$ cat src/shared/gpio_pkg.sv
/*
 Constants, register map and carrier types of the general-purpose line block.
 Assumes an APB master with 32-bit data and a single 200 MHz clock domain.
*/
// Summary of operation
// - Seventeen lines exist, sixteen in two byte ports and one line in neither port.
// - Lines eight to fifteen form the upper port, line eight at bit zero.
// - Lines zero to seven form the lower port, line number equal to bit position.
// - Each line has its own output enable, changeable without touching any other line; the code writes enables by byte lane, pstrb[2] for line 16 only.
// - After reset every output driver is off, so all lines are inputs.
// - Each line has a weak pull-up, so an undriven line reads high.
// - An enabled serial port or square-wave unit takes its lines over from the gpio logic.
// - An enabled serial port forces its receive line to input; disabling restores it.
// - An enabled serial port forces its transmit line to output; disabling restores it.
// - The clear-to-send input of a serial port may be remapped onto a main-connector line.
// - Any upper-port line or line sixteen may be a serial port's request-to-send output; the code routes only the value, the output enable sets direction.
// - The square-wave output is routed onto line sixteen.
// - While the square wave runs line sixteen is an output; afterwards it is restored.
package gpio_pkg;

   // ==========================================================================
   // Sizes
   localparam int NUM_LINES   = 17;
   localparam int NUM_SERIAL  = 4;
   localparam int PORT_WIDTH  = 8;
   localparam int LOWER_BASE  = 0;
   localparam int UPPER_BASE  = 8;
   localparam int UNPORTED    = 16;
   localparam int SEL_WIDTH   = 5;

   // ==========================================================================
   // Register byte offsets
   localparam logic [11:0] OUT_VALUE_OFS  = 12'h000;
   localparam logic [11:0] OUT_ENABLE_OFS = 12'h004;
   localparam logic [11:0] LINE_LEVEL_OFS = 12'h008;
   localparam logic [11:0] PORT_LEVEL_OFS = 12'h00C;
   localparam logic [11:0] ALT_ENABLE_OFS = 12'h010;
   localparam logic [11:0] ALT_ROUTE_OFS  = 12'h014;
   localparam logic [11:0] LINE_DRIVE_OFS = 12'h018;

   // ==========================================================================
   // Field positions
   localparam int ALT_SQUARE_BIT = 4;
   localparam int ROUTE_CTS_EN   = 0;
   localparam int ROUTE_RTS_EN   = 4;
   localparam int ROUTE_CTS_SEL  = 8;
   localparam int ROUTE_RTS_SEL  = 24;
   localparam int PORT_UPPER_POS = 8;

   // ==========================================================================
   // Reset values
   localparam logic [16:0] OUT_VALUE_RST  = 17'h1FFFF;
   localparam logic [16:0] OUT_ENABLE_RST = 17'h00000;
   localparam logic [4:0]  ALT_ENABLE_RST = 5'h00;

   // ==========================================================================
   // Fixed alternate-function line numbers
   localparam logic [4:0] RX_LINE [NUM_SERIAL] = '{5'h00, 5'h02, 5'h04, 5'h06};
   localparam logic [4:0] TX_LINE [NUM_SERIAL] = '{5'h01, 5'h03, 5'h05, 5'h07};

   // ==========================================================================
   // Types
   typedef struct packed {
      logic [16:0] level;
   } line_in_t;

   typedef struct packed {
      logic [16:0] value;
      logic [16:0] enable;
   } line_out_t;

   typedef struct packed {
      logic [3:0] tx;
      logic [3:0] rts;
      logic       square;
   } alt_drive_t;

   typedef struct packed {
      logic [3:0] rx;
      logic [3:0] cts;
   } alt_sense_t;

   typedef struct packed {
      logic        valid;
      logic [11:0] addr;
      logic        write;
      logic [31:0] wdata;
   } apb_req_t;

   typedef struct packed {
      logic [16:0] outValue;
      logic [16:0] outEnable;
      logic [4:0]  altEnable;
      logic [3:0]  ctsMapEn;
      logic [3:0]  rtsMapEn;
      logic [3:0][4:0] ctsSel;
      logic [3:0][4:0] rtsSel;
      logic [31:0] prdata;
      logic        pslverr;
      line_out_t   pins;
      logic [16:0] levelSync;
   } gpio_state_t;

endpackage : gpio_pkg

$ cat src/design/gpio_lines.sv
/*
 General-purpose line block with alternate-function multiplexing and an APB slave.
 Assumes synchronous pin levels, an APB master on clk and one synchronous reset.
*/
// Added by the designer: the APB interface to the registers and the placing of the registers.
`timescale 1ns/100ps
module gpio_lines
(
   input  wire logic                  clk,
   input  wire logic                  reset,
   input  wire logic                  psel,
   input  wire logic                  penable,
   input  wire logic                  pwrite,
   input  wire logic [11:0]           paddr,
   input  wire logic [31:0]           pwdata,
   input  wire logic [3:0]            pstrb,
   output      logic                  pready,
   output      logic [31:0]           prdata,
   output      logic                  pslverr,
   input  wire gpio_pkg::line_in_t    pinIn,
   output      gpio_pkg::line_out_t   pinOut,
   output      logic [16:0]           pullUpEn,
   input  wire gpio_pkg::alt_drive_t  altDrive,
   output      gpio_pkg::alt_sense_t  altSense
);

   // ==========================================================================
   // Helpers
   function automatic logic [16:0] onehot(input logic [4:0] idx);
      logic [16:0] r;
      r = '0;
      if (idx < 5'(gpio_pkg::NUM_LINES))
         r[idx] = 1'b1;
      return r;
   endfunction : onehot

   function automatic logic [31:0] mergeBytes(input logic [31:0] old,
                                              input logic [31:0] wd,
                                              input logic [3:0]  st);
      logic [31:0] r;
      r = old;
      for (int b = 0; b < 4; b++)
         if (st[b])
            r[8*b +: 8] = wd[8*b +: 8];
      return r;
   endfunction : mergeBytes

   // ==========================================================================
   // State
   gpio_pkg::gpio_state_t state_reg;
   gpio_pkg::gpio_state_t state_next;

   logic [16:0] driveMask;
   logic [16:0] driveValue;
   logic [16:0] forceIn;
   logic [31:0] routeWord;
   logic [31:0] mergedWord;
   logic        access;
   logic [4:0]  sel;

   assign pready   = 1'b1;
   assign prdata   = state_reg.prdata;
   assign pslverr  = state_reg.pslverr;
   assign pinOut   = state_reg.pins;
   assign pullUpEn = '1;
   assign access   = psel && penable;

   // ==========================================================================
   // Alternate-function mux
   always_comb
   begin
      driveMask  = state_reg.outEnable;
      driveValue = state_reg.outValue;
      forceIn    = '0;
      for (int p = 0; p < gpio_pkg::NUM_SERIAL; p++)
      begin
         if (state_reg.altEnable[p])
         begin
            forceIn = forceIn | onehot(gpio_pkg::RX_LINE[p]);
            driveMask  = driveMask | onehot(gpio_pkg::TX_LINE[p]);
            sel = gpio_pkg::TX_LINE[p];
            driveValue[sel] = altDrive.tx[p];
            if (state_reg.rtsMapEn[p])
            begin
               sel = state_reg.rtsSel[p];
               if (sel >= 5'(gpio_pkg::UPPER_BASE) && sel <= 5'(gpio_pkg::UNPORTED))
                  driveValue[sel] = altDrive.rts[p];
            end
         end
      end
      sel = 5'(gpio_pkg::UNPORTED);
      if (state_reg.altEnable[gpio_pkg::ALT_SQUARE_BIT])
      begin
         driveMask[sel]  = 1'b1;
         driveValue[sel] = altDrive.square;
      end
      driveMask = driveMask & ~forceIn;
   end

   // ==========================================================================
   // Input sensing
   always_comb
   begin
      altSense = '0;
      for (int p = 0; p < gpio_pkg::NUM_SERIAL; p++)
      begin
         altSense.rx[p]  = state_reg.levelSync[gpio_pkg::RX_LINE[p]];
         altSense.cts[p] = 1'b0;
         if (state_reg.ctsMapEn[p] && state_reg.ctsSel[p] < 5'(gpio_pkg::UPPER_BASE))
            altSense.cts[p] = state_reg.levelSync[state_reg.ctsSel[p][2:0]];
      end
   end

   // ==========================================================================
   // Route register image
   always_comb
   begin
      routeWord = '0;
      for (int p = 0; p < gpio_pkg::NUM_SERIAL; p++)
      begin
         routeWord[gpio_pkg::ROUTE_CTS_EN + p] = state_reg.ctsMapEn[p];
         routeWord[gpio_pkg::ROUTE_RTS_EN + p] = state_reg.rtsMapEn[p];
         routeWord[gpio_pkg::ROUTE_CTS_SEL + 4*p +: 4] = state_reg.ctsSel[p][3:0];
      end
      routeWord[gpio_pkg::ROUTE_RTS_SEL +: 5] = state_reg.rtsSel[0];
   end

   // ==========================================================================
   // Next state
   always_comb
   begin
      state_next           = state_reg;
      state_next.levelSync = pinIn.level;
      state_next.pins.value  = driveValue;
      state_next.pins.enable = ~driveMask;
      state_next.pslverr   = 1'b0;
      mergedWord           = '0;
      if (access && pwrite)
      begin
         if (paddr == gpio_pkg::OUT_VALUE_OFS)
         begin
            mergedWord = mergeBytes({15'h0000, state_reg.outValue}, pwdata, pstrb);
            state_next.outValue = mergedWord[16:0];
         end
         else if (paddr == gpio_pkg::OUT_ENABLE_OFS)
         begin
            mergedWord = mergeBytes({15'h0000, state_reg.outEnable}, pwdata, pstrb);
            state_next.outEnable = mergedWord[16:0];
         end
         else if (paddr == gpio_pkg::ALT_ENABLE_OFS)
         begin
            if (pstrb[0])
               state_next.altEnable = pwdata[4:0];
         end
         else if (paddr == gpio_pkg::ALT_ROUTE_OFS)
         begin
            mergedWord = mergeBytes(routeWord, pwdata, pstrb);
            for (int p = 0; p < gpio_pkg::NUM_SERIAL; p++)
            begin
               state_next.ctsMapEn[p] = mergedWord[gpio_pkg::ROUTE_CTS_EN + p];
               state_next.rtsMapEn[p] = mergedWord[gpio_pkg::ROUTE_RTS_EN + p];
               state_next.ctsSel[p]   = {1'b0, mergedWord[gpio_pkg::ROUTE_CTS_SEL + 4*p +: 4]};
               state_next.rtsSel[p]   = mergedWord[gpio_pkg::ROUTE_RTS_SEL +: 5];
            end
         end
      end
      if (psel && !penable && !pwrite)
      begin
         state_next.prdata = '0;
         if (paddr == gpio_pkg::OUT_VALUE_OFS)
            state_next.prdata = {15'h0000, state_reg.outValue};
         else if (paddr == gpio_pkg::OUT_ENABLE_OFS)
            state_next.prdata = {15'h0000, state_reg.outEnable};
         else if (paddr == gpio_pkg::LINE_LEVEL_OFS)
            state_next.prdata = {15'h0000, state_reg.levelSync};
         else if (paddr == gpio_pkg::PORT_LEVEL_OFS)
            state_next.prdata = {16'h0000,
               state_reg.levelSync[gpio_pkg::UPPER_BASE +: gpio_pkg::PORT_WIDTH],
               state_reg.levelSync[gpio_pkg::LOWER_BASE +: gpio_pkg::PORT_WIDTH]};
         else if (paddr == gpio_pkg::ALT_ENABLE_OFS)
            state_next.prdata = {27'h0000000, state_reg.altEnable};
         else if (paddr == gpio_pkg::ALT_ROUTE_OFS)
            state_next.prdata = routeWord;
         else if (paddr == gpio_pkg::LINE_DRIVE_OFS)
            state_next.prdata = {15'h0000, driveMask};
      end
      // Errors are registered at setup so that they stand through the access phase.
      if (psel && !penable && pwrite && paddr != gpio_pkg::OUT_VALUE_OFS
          && paddr != gpio_pkg::OUT_ENABLE_OFS && paddr != gpio_pkg::ALT_ENABLE_OFS
          && paddr != gpio_pkg::ALT_ROUTE_OFS && paddr != gpio_pkg::LINE_LEVEL_OFS
          && paddr != gpio_pkg::PORT_LEVEL_OFS && paddr != gpio_pkg::LINE_DRIVE_OFS)
         state_next.pslverr = 1'b1;
      if (psel && !penable && !pwrite && paddr > gpio_pkg::LINE_DRIVE_OFS)
         state_next.pslverr = 1'b1;
   end

   // ==========================================================================
   // Registers
   always_ff @(posedge clk)
   begin
      if (reset)
      begin
         state_reg             <= '0;
         state_reg.outValue    <= gpio_pkg::OUT_VALUE_RST;
         state_reg.outEnable   <= gpio_pkg::OUT_ENABLE_RST;
         state_reg.altEnable   <= gpio_pkg::ALT_ENABLE_RST;
         state_reg.pins.enable <= '1;
         state_reg.levelSync   <= '1;
      end
      else
         state_reg <= state_next;
   end

endmodule : gpio_lines

$ cat config.mk
export PLATFORM = sky130hd
export DESIGN_NAME = gpio_lines
export DESIGN_NICKNAME = d
export VERILOG_FILES = /design/src/shared/gpio_pkg.sv /design/src/design/gpio_lines.sv
export SDC_FILE = /design/constraint.sdc
export NUM_CORES = 1
export LEC_CHECK = 0
export ABC_CLOCK_PERIOD_IN_PS = 3750
export CORE_MARGIN = 2
export CORE_UTILIZATION = 65
export CTS_BUF_LIST = sky130_fd_sc_hd__clkbuf_8
export DETAILED_ROUTE_END_ITERATION = 10
export DONT_BUFFER_PORTS = 1
export PLACE_DENSITY_LB_ADDON = 0.12
export SETUP_SLACK_MARGIN = 0.3
export SLEW_MARGIN = 40
export SYNTH_ARGS = -nofsm -noshare
export SYNTH_HDL_FRONTEND = slang
export SYNTH_SLANG_ARGS = --single-unit
$ cat constraint.sdc
create_clock -name clk -period 3.75 [get_ports clk]
set_input_delay 0.1875 -clock clk [delete_from_list [all_inputs] [get_ports clk]]
set_output_delay 0.1875 -clock clk [all_outputs]
set_load 0.01 [all_outputs]
Yosys cells after proc, flatten, opt, wreduce, memory -nomap -nowiden
Cells that the tools add are included.

word-level totals
  register bits = 152
  word-level logic and storage cells = 145
  output and inout port bits = 93
  bits of input ports = 79

operators by class
  equality and inequality tests = 12
  reduce and logical (&&, ||, !) cells = 34
  bitwise operators = 13
  order comparisons = 13
  muxes and demuxes = 54

operators by type and width
  cell                                                         number
  two-way mux 17 bit                                           20
  two-way mux 29 bit                                           6
  bitwise mux 17 bit                                           4
  equality test 12 x 5 -> 1 bit (second input constant)        3
  != test 12 x 5 -> 1 bit (second input constant)              3
  inverter 17 bit                                              2
  equality test 12 x 4 -> 1 bit (second input constant)        2
  less-than comparator 3 x 6 -> 1 bit (second input constant)  4
  != test 12 x 4 -> 1 bit (second input constant)              2
  AND reduction 6 bit                                          4
  logical AND 1 bit                                            19
  two-way mux 1 bit                                            18
  bitwise AND 17 bit                                           1
  bitwise OR 17 x 2 -> 17 bit                                  1
  bitwise OR 17 x 3 -> 17 bit                                  1
  bitwise OR 17 x 4 -> 17 bit                                  1
  bitwise OR 17 x 5 -> 17 bit                                  1
  bitwise OR 17 x 6 -> 17 bit                                  1
  bitwise OR 17 x 7 -> 17 bit                                  1
  bitwise OR 17 x 8 -> 17 bit                                  1
  less-than comparator 4 bit (second input constant)           4
  binary-select mux 1 bit (select 3 bit)                       4
  equality test 12 x 3 -> 1 bit (second input constant)        1
  > comparator 12 x 5 -> 1 bit (second input constant)         1
  14 further kinds                                             21

Longest topological paths before layout
Gate-level depths: netlist of the first run.

  depth in word-level cells = 21
  gate-level depth with buffers = 7
  gate-level depth less buffers = 5

Least setup slack after synthesis of the first run
Ideal clock, no wire load.

  kind = input to register
  from = input port paddr[9]
  to = register state_reg[137] in the netlist's numbering
  required time = 3622 ps
  setup time = 128 ps
  setup slack = 1805 ps
  arrival = 1818 ps
  cell stages on the path = 6
  cell sequence = or4_4 > or3_4 > or3_1 > buf_6 > mux2i_1 > nor2_1

on the way
  word-level cells in the longest chain between the ends = 3
  elaborated cells between the ends (all ways) = 4
  those cells by class = 1 x eq/ne; 1 x bitwise; 2 x reduce/logical

RTL lines
  item                                    line               RTL
  start, declared                         gpio_lines.sv:14   input wire logic [11:0] paddr,
  logical NOT 12 bit                      gpio_lines.sv:140  if (paddr == gpio_pkg::OUT_VALUE_OFS)
  inverter 1 bit (no source line)         -
  AND reduction 4 bit (no source line) *  -
  end signal, assigned                    gpio_lines.sv:211  state_reg <= state_next;
  end, declared                           gpio_lines.sv:50   gpio_pkg::gpio_state_t state_reg;

Every way passes the cells marked *; elsewhere a longest branch is shown, timed or not.
A chain may end at the register's enable or synchronous reset.

==> impl_metrics.yaml, run 1 <==
power_and_ir_drop:
  ir_worst_vdd_mv: 0.3668
  power_density_mw_per_mm2: 412.4
  p_total_mw: 3.139
  power_leakage_nw: 2.828
worst_setup_path:
  path_class: "reg2out"
  slowest_stage: "dfxtp_1"
  startpoint_type: "register"
  cp.required_ns: 3.56
  end_kind: "output pin"
  rrSetupSlack_ns: 1.61
  arrival_ns: 2.01
  crit_buf_inv: 0
  worst-path-max-fanout: 7
  cpPeakStageDelay_ns: 0.66
  crit_chain: "mux4_2 > mux2i_1 > nor3b_1"
  path_delay_family: "flip-flops"
place:
  port_buffers: 0
  hpwlAfterDp_um: 13340
  post-place-ws_ns: 1.392
  place_congestion: 0.9818
routing:
  first_iter_violations: 618
  routed_wl_um: 20460
  vias: 5910
  ant_nets: 0
  firstDrtPassIters: 7
  via_per_inst: 6.099
  drc: 0
  wl_per_cell_um: 21.12
clock_tree:
  clockRootBuffer: "clkbuf_8"
  clock_latency_ns: 0.47
  cts_tree: "done"
  cts_buffers: 17
  clkSinkCount: 149
  clock_path_buffers: 2
  htreeDepth: 4
  clkSlewWorstSetupHoldPaths_ns: 0.08
global_route:
  grt.overflow.total: 0
  grt.total_usage: 0.3551
  grt_pass1_vias: 5601
  grt_max_degree: 151
  antenna_found_initial: 0
  grt_pass1_wl_um: 31040
sta:
  fmaxAchievable_mhz: 455.1
  setup_slack_ns: 1.552
  report.final.slew_viol_count: 0
  post-route-min-period_ns: 2.198
  fin_hold_ws_ns: 0.04131
  slew_headroom: 0.4500
  post-route-period-util: 0.5860
  finalSetupViolCount: 0
  rsz0062_at_grt: "false"
  hold_viol_final: 0
  tns_ns: 0
  worstMarginPinSlew_ns: 0.8250
  clock_skew_ns: 0.01190
synthesis:
  async_flop_share: 0
  yosys_warnings: 0
  synth_area_per_cell_um2: 8.423
  netlist_area_mm2: 0.007143
  yosysMostFrequentCell: "dfxtp_1"
  synth_area_leaders: "dfxtp_1, buf_4, nand2_1"
  yosysTopAreaCellShare: 0.4176
  synth_edf_count: 0
  ys_ff_latch: 149
  synth_ff_type: "dfxtp_1"
  netlist_top_cells_count: "dfxtp_1, nand2_1, buf_4"
  synth_cells: 848
  synth_top_area_cell: "dfxtp_1"
  ys_seq_area_frac: 0.4176
  synth.distinct_cells: 52
cells_and_area:
  nFillCells: 831
  utilization: 0.7052
  fin_nets: 895
  drive_above_1_share: 0.1013
  largest_reg_flops: 57
  multi_input_area_mm2: 0.003373
  register_area_mm2: 0.002983
  diodes: 0
  area_growth_pct: 6.551
floorplanning:
  fp.dieW_um: 108.8
  ios: 172
  dieHeight_um: 108.8
  core_area_mm2: 0.01079
  fp.dieArea_mm2: 0.01184
  rows: 38
  start_util: 0.6618
status:
  outcome: "complete, no violations"
flow_run:
  maxCapViolations: 0
worst_hold_path:
  min_path_type: "in2reg"
what timing repair did:
item,in CTS,in global routing
hold buffers,57,0
buffers inserted,0,0
endpoints found under the hold margin,149,0
gates resized for setup,0,0
cell type report:
class                      instances  area share
multi-input combinational        579      0.4432
sequential                       149      0.3919
timing repair buffer              63     0.08318
clock buffer                      18     0.03255
clock inverter                    14     0.02318
tap                              140     0.02301
inverter                           6    0.002959
worst paths after layout:
kind | start | endpoint | cells after the start
max | altSense[4] | altSense[1] | 3
min | paddr[4] | prdata[5] | 2
max reg2reg | state_reg[133] | pinOut[25] | 5
min reg2reg | state_reg[146] | pinOut[9] | 1
cell families (layout without fill, tap and decap cells):
family / count (synthesis) / count (layout) / share of synthesized area
AOI/OAI and AO/OA: 158 / 158 / 0.1301
other: 2 / 21 / 0.001051
and+or+nand+nor: 357 / 357 / 0.2535
muxes: 43 / 43 / 0.07427
DFF: 149 / 149 / 0.4176
buffers and inverters: 139 / 101 / 0.1235
stage by stage:
step                      std cells  cell area, um2
after global placement          880            6590
after global routing            969            7611
after CTS                       969            7611
after detailed placement        880            6599
final                           969            7611
after floorplan                 867            7214
layer usage:
metal	share of wire	global-route usage	vias to the layer above
li1	-	-	2778
met4	0.023	0.1273	0
met1	0.41	0.4532	2722
met2	0.45	0.5321	364
met5	0	0	-
met3	0.12	0.1590	46
worst register-to-register path: stages (launching register included):
cell and delay (ns):
dfxtp_1 0.46, and2_1 0.23, o311ai_0 0.58, nand3_1 0.29
o32ai_1 0.29, a221oi_1 0.13
power breakdown:
part | total (mW) | internal [mW] | switching, mW
logic | 0.184 | 0.0867 | 0.0977
clock network | 1.31 | 0.681 | 0.633
registers | 1.64 | 1.61 | 0.0334
total | 3.14 | 2.37 | 0.764
cell usage in the layout (no fill, tap or decap), types with 5 or more instances in the layout:
cell type      netlist  routed
nor4_1               6       5
and3_1               5       5
or3_1               12      12
nand2_1            128     128
a211oi_1             6       6
nor3b_1              8       8
clkinv_4             0       5
a21oi_1             74      74
clkbuf_8             0      18
mux2i_1             35      35
o22ai_1             19      19
nand3_1             26      26
nor2b_1              9       9
o21ai_0             29      29
dlygate4sd3_1        0      56
dfxtp_1            149     149
mux4_2               8       8
nand3b_1            23      23
nor2_1              60      59
nor3_1              17      17
nand2b_1            18      18
conb_1               2      21
buf_4               89       6
inv_1                6       6
or2_2               26      26
Note: power is estimated with default switching activity, not from simulation.
==> run 2, diff against run 1 <==
--- a/config.mk
+++ b/config.mk
@@ -5,7 +5,7 @@
 export SDC_FILE = /design/constraint.sdc
 export NUM_CORES = 1
 export LEC_CHECK = 0
-export ABC_CLOCK_PERIOD_IN_PS = 3750
+export ABC_CLOCK_PERIOD_IN_PS = 2300
 export CORE_MARGIN = 2
 export CORE_UTILIZATION = 65
 export CTS_BUF_LIST = sky130_fd_sc_hd__clkbuf_8
==> constraint.sdc (replaced) <==
create_clock -name clk -period 2.3 [get_ports clk]
set_input_delay 0.115 -clock clk [delete_from_list [all_inputs] [get_ports clk]]
set_output_delay 0.115 -clock clk [all_outputs]
set_load 0.01 [all_outputs]
==> impl_metrics.yaml, run 2 (synthesized netlist as in run 1, its figures left out) <==
clock_tree:
  cts_tree: "done"
  clockRootBuffer: "clkbuf_8"
  cts_setup_buffers: 0
  clkSlewWorstSetupHoldPaths_ns: 0.07
  clkSinkCount: 149
  clock_latency_ns: 0.45
  htreeDepth: 4
  cts_buffers: 17
  clock_path_buffers: 2
cells_and_area:
  nFillCells: 789
  drive_above_1_share: 0.1264
  utilization: 0.7424
  area_growth_pct: 12.17
  largest_reg_flops: 57
  fin_nets: 938
  final_common_cell: "dfxtp_1"
  final_cell_mix: "dfxtp_1, nand2_1, dlygate4sd3_1, a21oi_1, nor2_1"
place:
  hpwlAfterDp_um: 13630
  port_buffers: 0
  place_congestion: 0.9867
power_and_ir_drop:
  pwr-share-comb: 0.058
  switchingPower_mw: 1.127
  power_density_mw_per_mm2: 642.2
  pwr-share-seq: 0.519
  swShare: 0.2191
  clkPwrFrac: 0.422
  ir_worst_vdd_mv: 0.5678
  p_int_mw: 4.018
  power_leakage_nw: 3.094
sta:
  finalSetupViolCount: 0
  tns_ns: 0
  post-route-min-period_ns: 1.977
  slew_headroom: 0.6400
  worstMarginPinSlew_ns: 0.5380
  post-route-period-util: 0.8594
  report.final.slew_viol_count: 0
  clock_skew_ns: 0.009127
  hold_viol_final: 0
  fmaxAchievable_mhz: 505.9
  rsz0062_at_grt: "true"
global_route:
  grt.overflow.total: 0
  grt_pass1_wl_um: 31560
  grt.total_usage: 0.3549
  antenna_found_initial: 1
  grt_pass1_vias: 5763
  grt_max_degree: 125
routing:
  routed_wl_um: 20760
  wl_per_cell_um: 20.53
  firstDrtPassIters: 6
  drc: 0
  ant_nets: 0
  first_iter_violations: 701
  via_per_inst: 6.161
  vias: 6229
worst_setup_path:
  critPathLaunch: "paddr[9]"
  end_kind: "register"
  path_class: "in2reg"
  worst-path-max-fanout: 6
  timing.rr.start: "state_reg[133]"
  arrival_ns: 2.31
  cp.required_ns: 2.63
  startpoint_type: "input pin"
worst_hold_path:
  min-delay-start: "pwrite"
  min_path_type: "in2reg"
status:
  outcome: "complete, no violations"
flow_run:
  maxCapViolations: 0
floorplanning:
  rows: 38
  core_area_mm2: 0.01079
  start_util: 0.6618
  fp.dieArea_mm2: 0.01184
  dieHeight_um: 108.8
  ios: 172
  fp.dieW_um: 108.8
==> run 2: cell count changes in the layout (fill, tap and decap cells not counted), moves of 3 or more <==
cell / previous run / this run
dlygate4sd3_1: 56 / 78
clkinv_4: 5 / 1
buf_4: 6 / 26
dfxtp_2: 0 / 3
dfxtp_1: 149 / 146
clkinv_2: 2 / 5
nor3b_1: 8 / 5
nor3b_2: 0 / 3
==> run 2: cell type report <==
type | instances | area (um2) | area share
multi-input combinational | 579 | 3382 | 0.4221
inverter | 6 | 22.52 | 0.002811
sequential | 149 | 2987 | 0.3727
timing repair buffer | 106 | 1015 | 0.1266
tap | 140 | 175.2 | 0.02186
clock buffer | 20 | 275.3 | 0.03435
antenna | 1 | 2.502 | 0.0003123
clock inverter | 10 | 153.9 | 0.01921
==> run 2: repair_timing <==
action | 4_1_cts | 5_1_grt
endpoints found under the setup margin | 4 | 6
endpoints found under the hold margin | 149 | 0
gates resized for setup | 2 | 7
gates cloned | 0 | 0
hold buffers | 79 | 0
==> run 2: worst max-delay path: stages <==
cell	delay (ns)
or4_4	0.55
or4_1	0.59
buf_4	0.22
nor3_1	0.18
nor4_2	0.08
dlygate4sd3_1	0.56
==> run 2: power by group through the flow <==
stage	logic, mW	clock network (mW)	registers [mW]
2_1_floorplan	0.251	0	2.70
3_3_place_gp	0.164	0	2.73
3_5_place_dp	0.165	0	2.73
4_1_cts	0.289	2.19	2.67
5_1_grt	0.321	2.30	2.68
6_report	0.299	2.17	2.67
==> run 2: worst paths after layout <==
| check | end | slack (ns) | cells past startpoint |
|---|---|---|---|
| setup / recovery | prdata[2] | 0.32 | 6 |
| hold / removal | prdata[10] | 0.04 | 4 |
| setup reg to reg | prdata[2] | 0.33 | 7 |
| hold reg to reg | pinOut[15] | 0.43 | 1 |
==> run 2: layer usage <==
metal  track usage  up-vias  share of wire
met1        0.4827     2915           0.40
met5             0        -              0
met3        0.1028       47           0.11
met4        0.1328        0          0.026
li1              -     2862              -
met2        0.5353      405           0.46
==> run 2: per-stage QoR <==
| step | setup slack, ns | hold slack, ns | power (mW) | cell area [um2] | std cells |
|---|---|---|---|---|---|
| 6_report | 0.3235 | 0.03790 | 5.146 | 8013 | 1011 |
| 3_5_place_dp | 0.1797 | 0.1993 | 2.896 | 6741 | 901 |
| 3_3_place_gp | 0.1775 | 0.1992 | 2.894 | 6741 | 901 |
| 4_1_cts | 0.3068 | 0.006154 | 5.147 | 7985 | 1010 |
| 5_1_grt | 0.1970 | 0.04311 | 5.293 | 8013 | 1011 |
| 2_1_floorplan | 0.4271 | 0.2188 | 2.948 | 7214 | 867 |
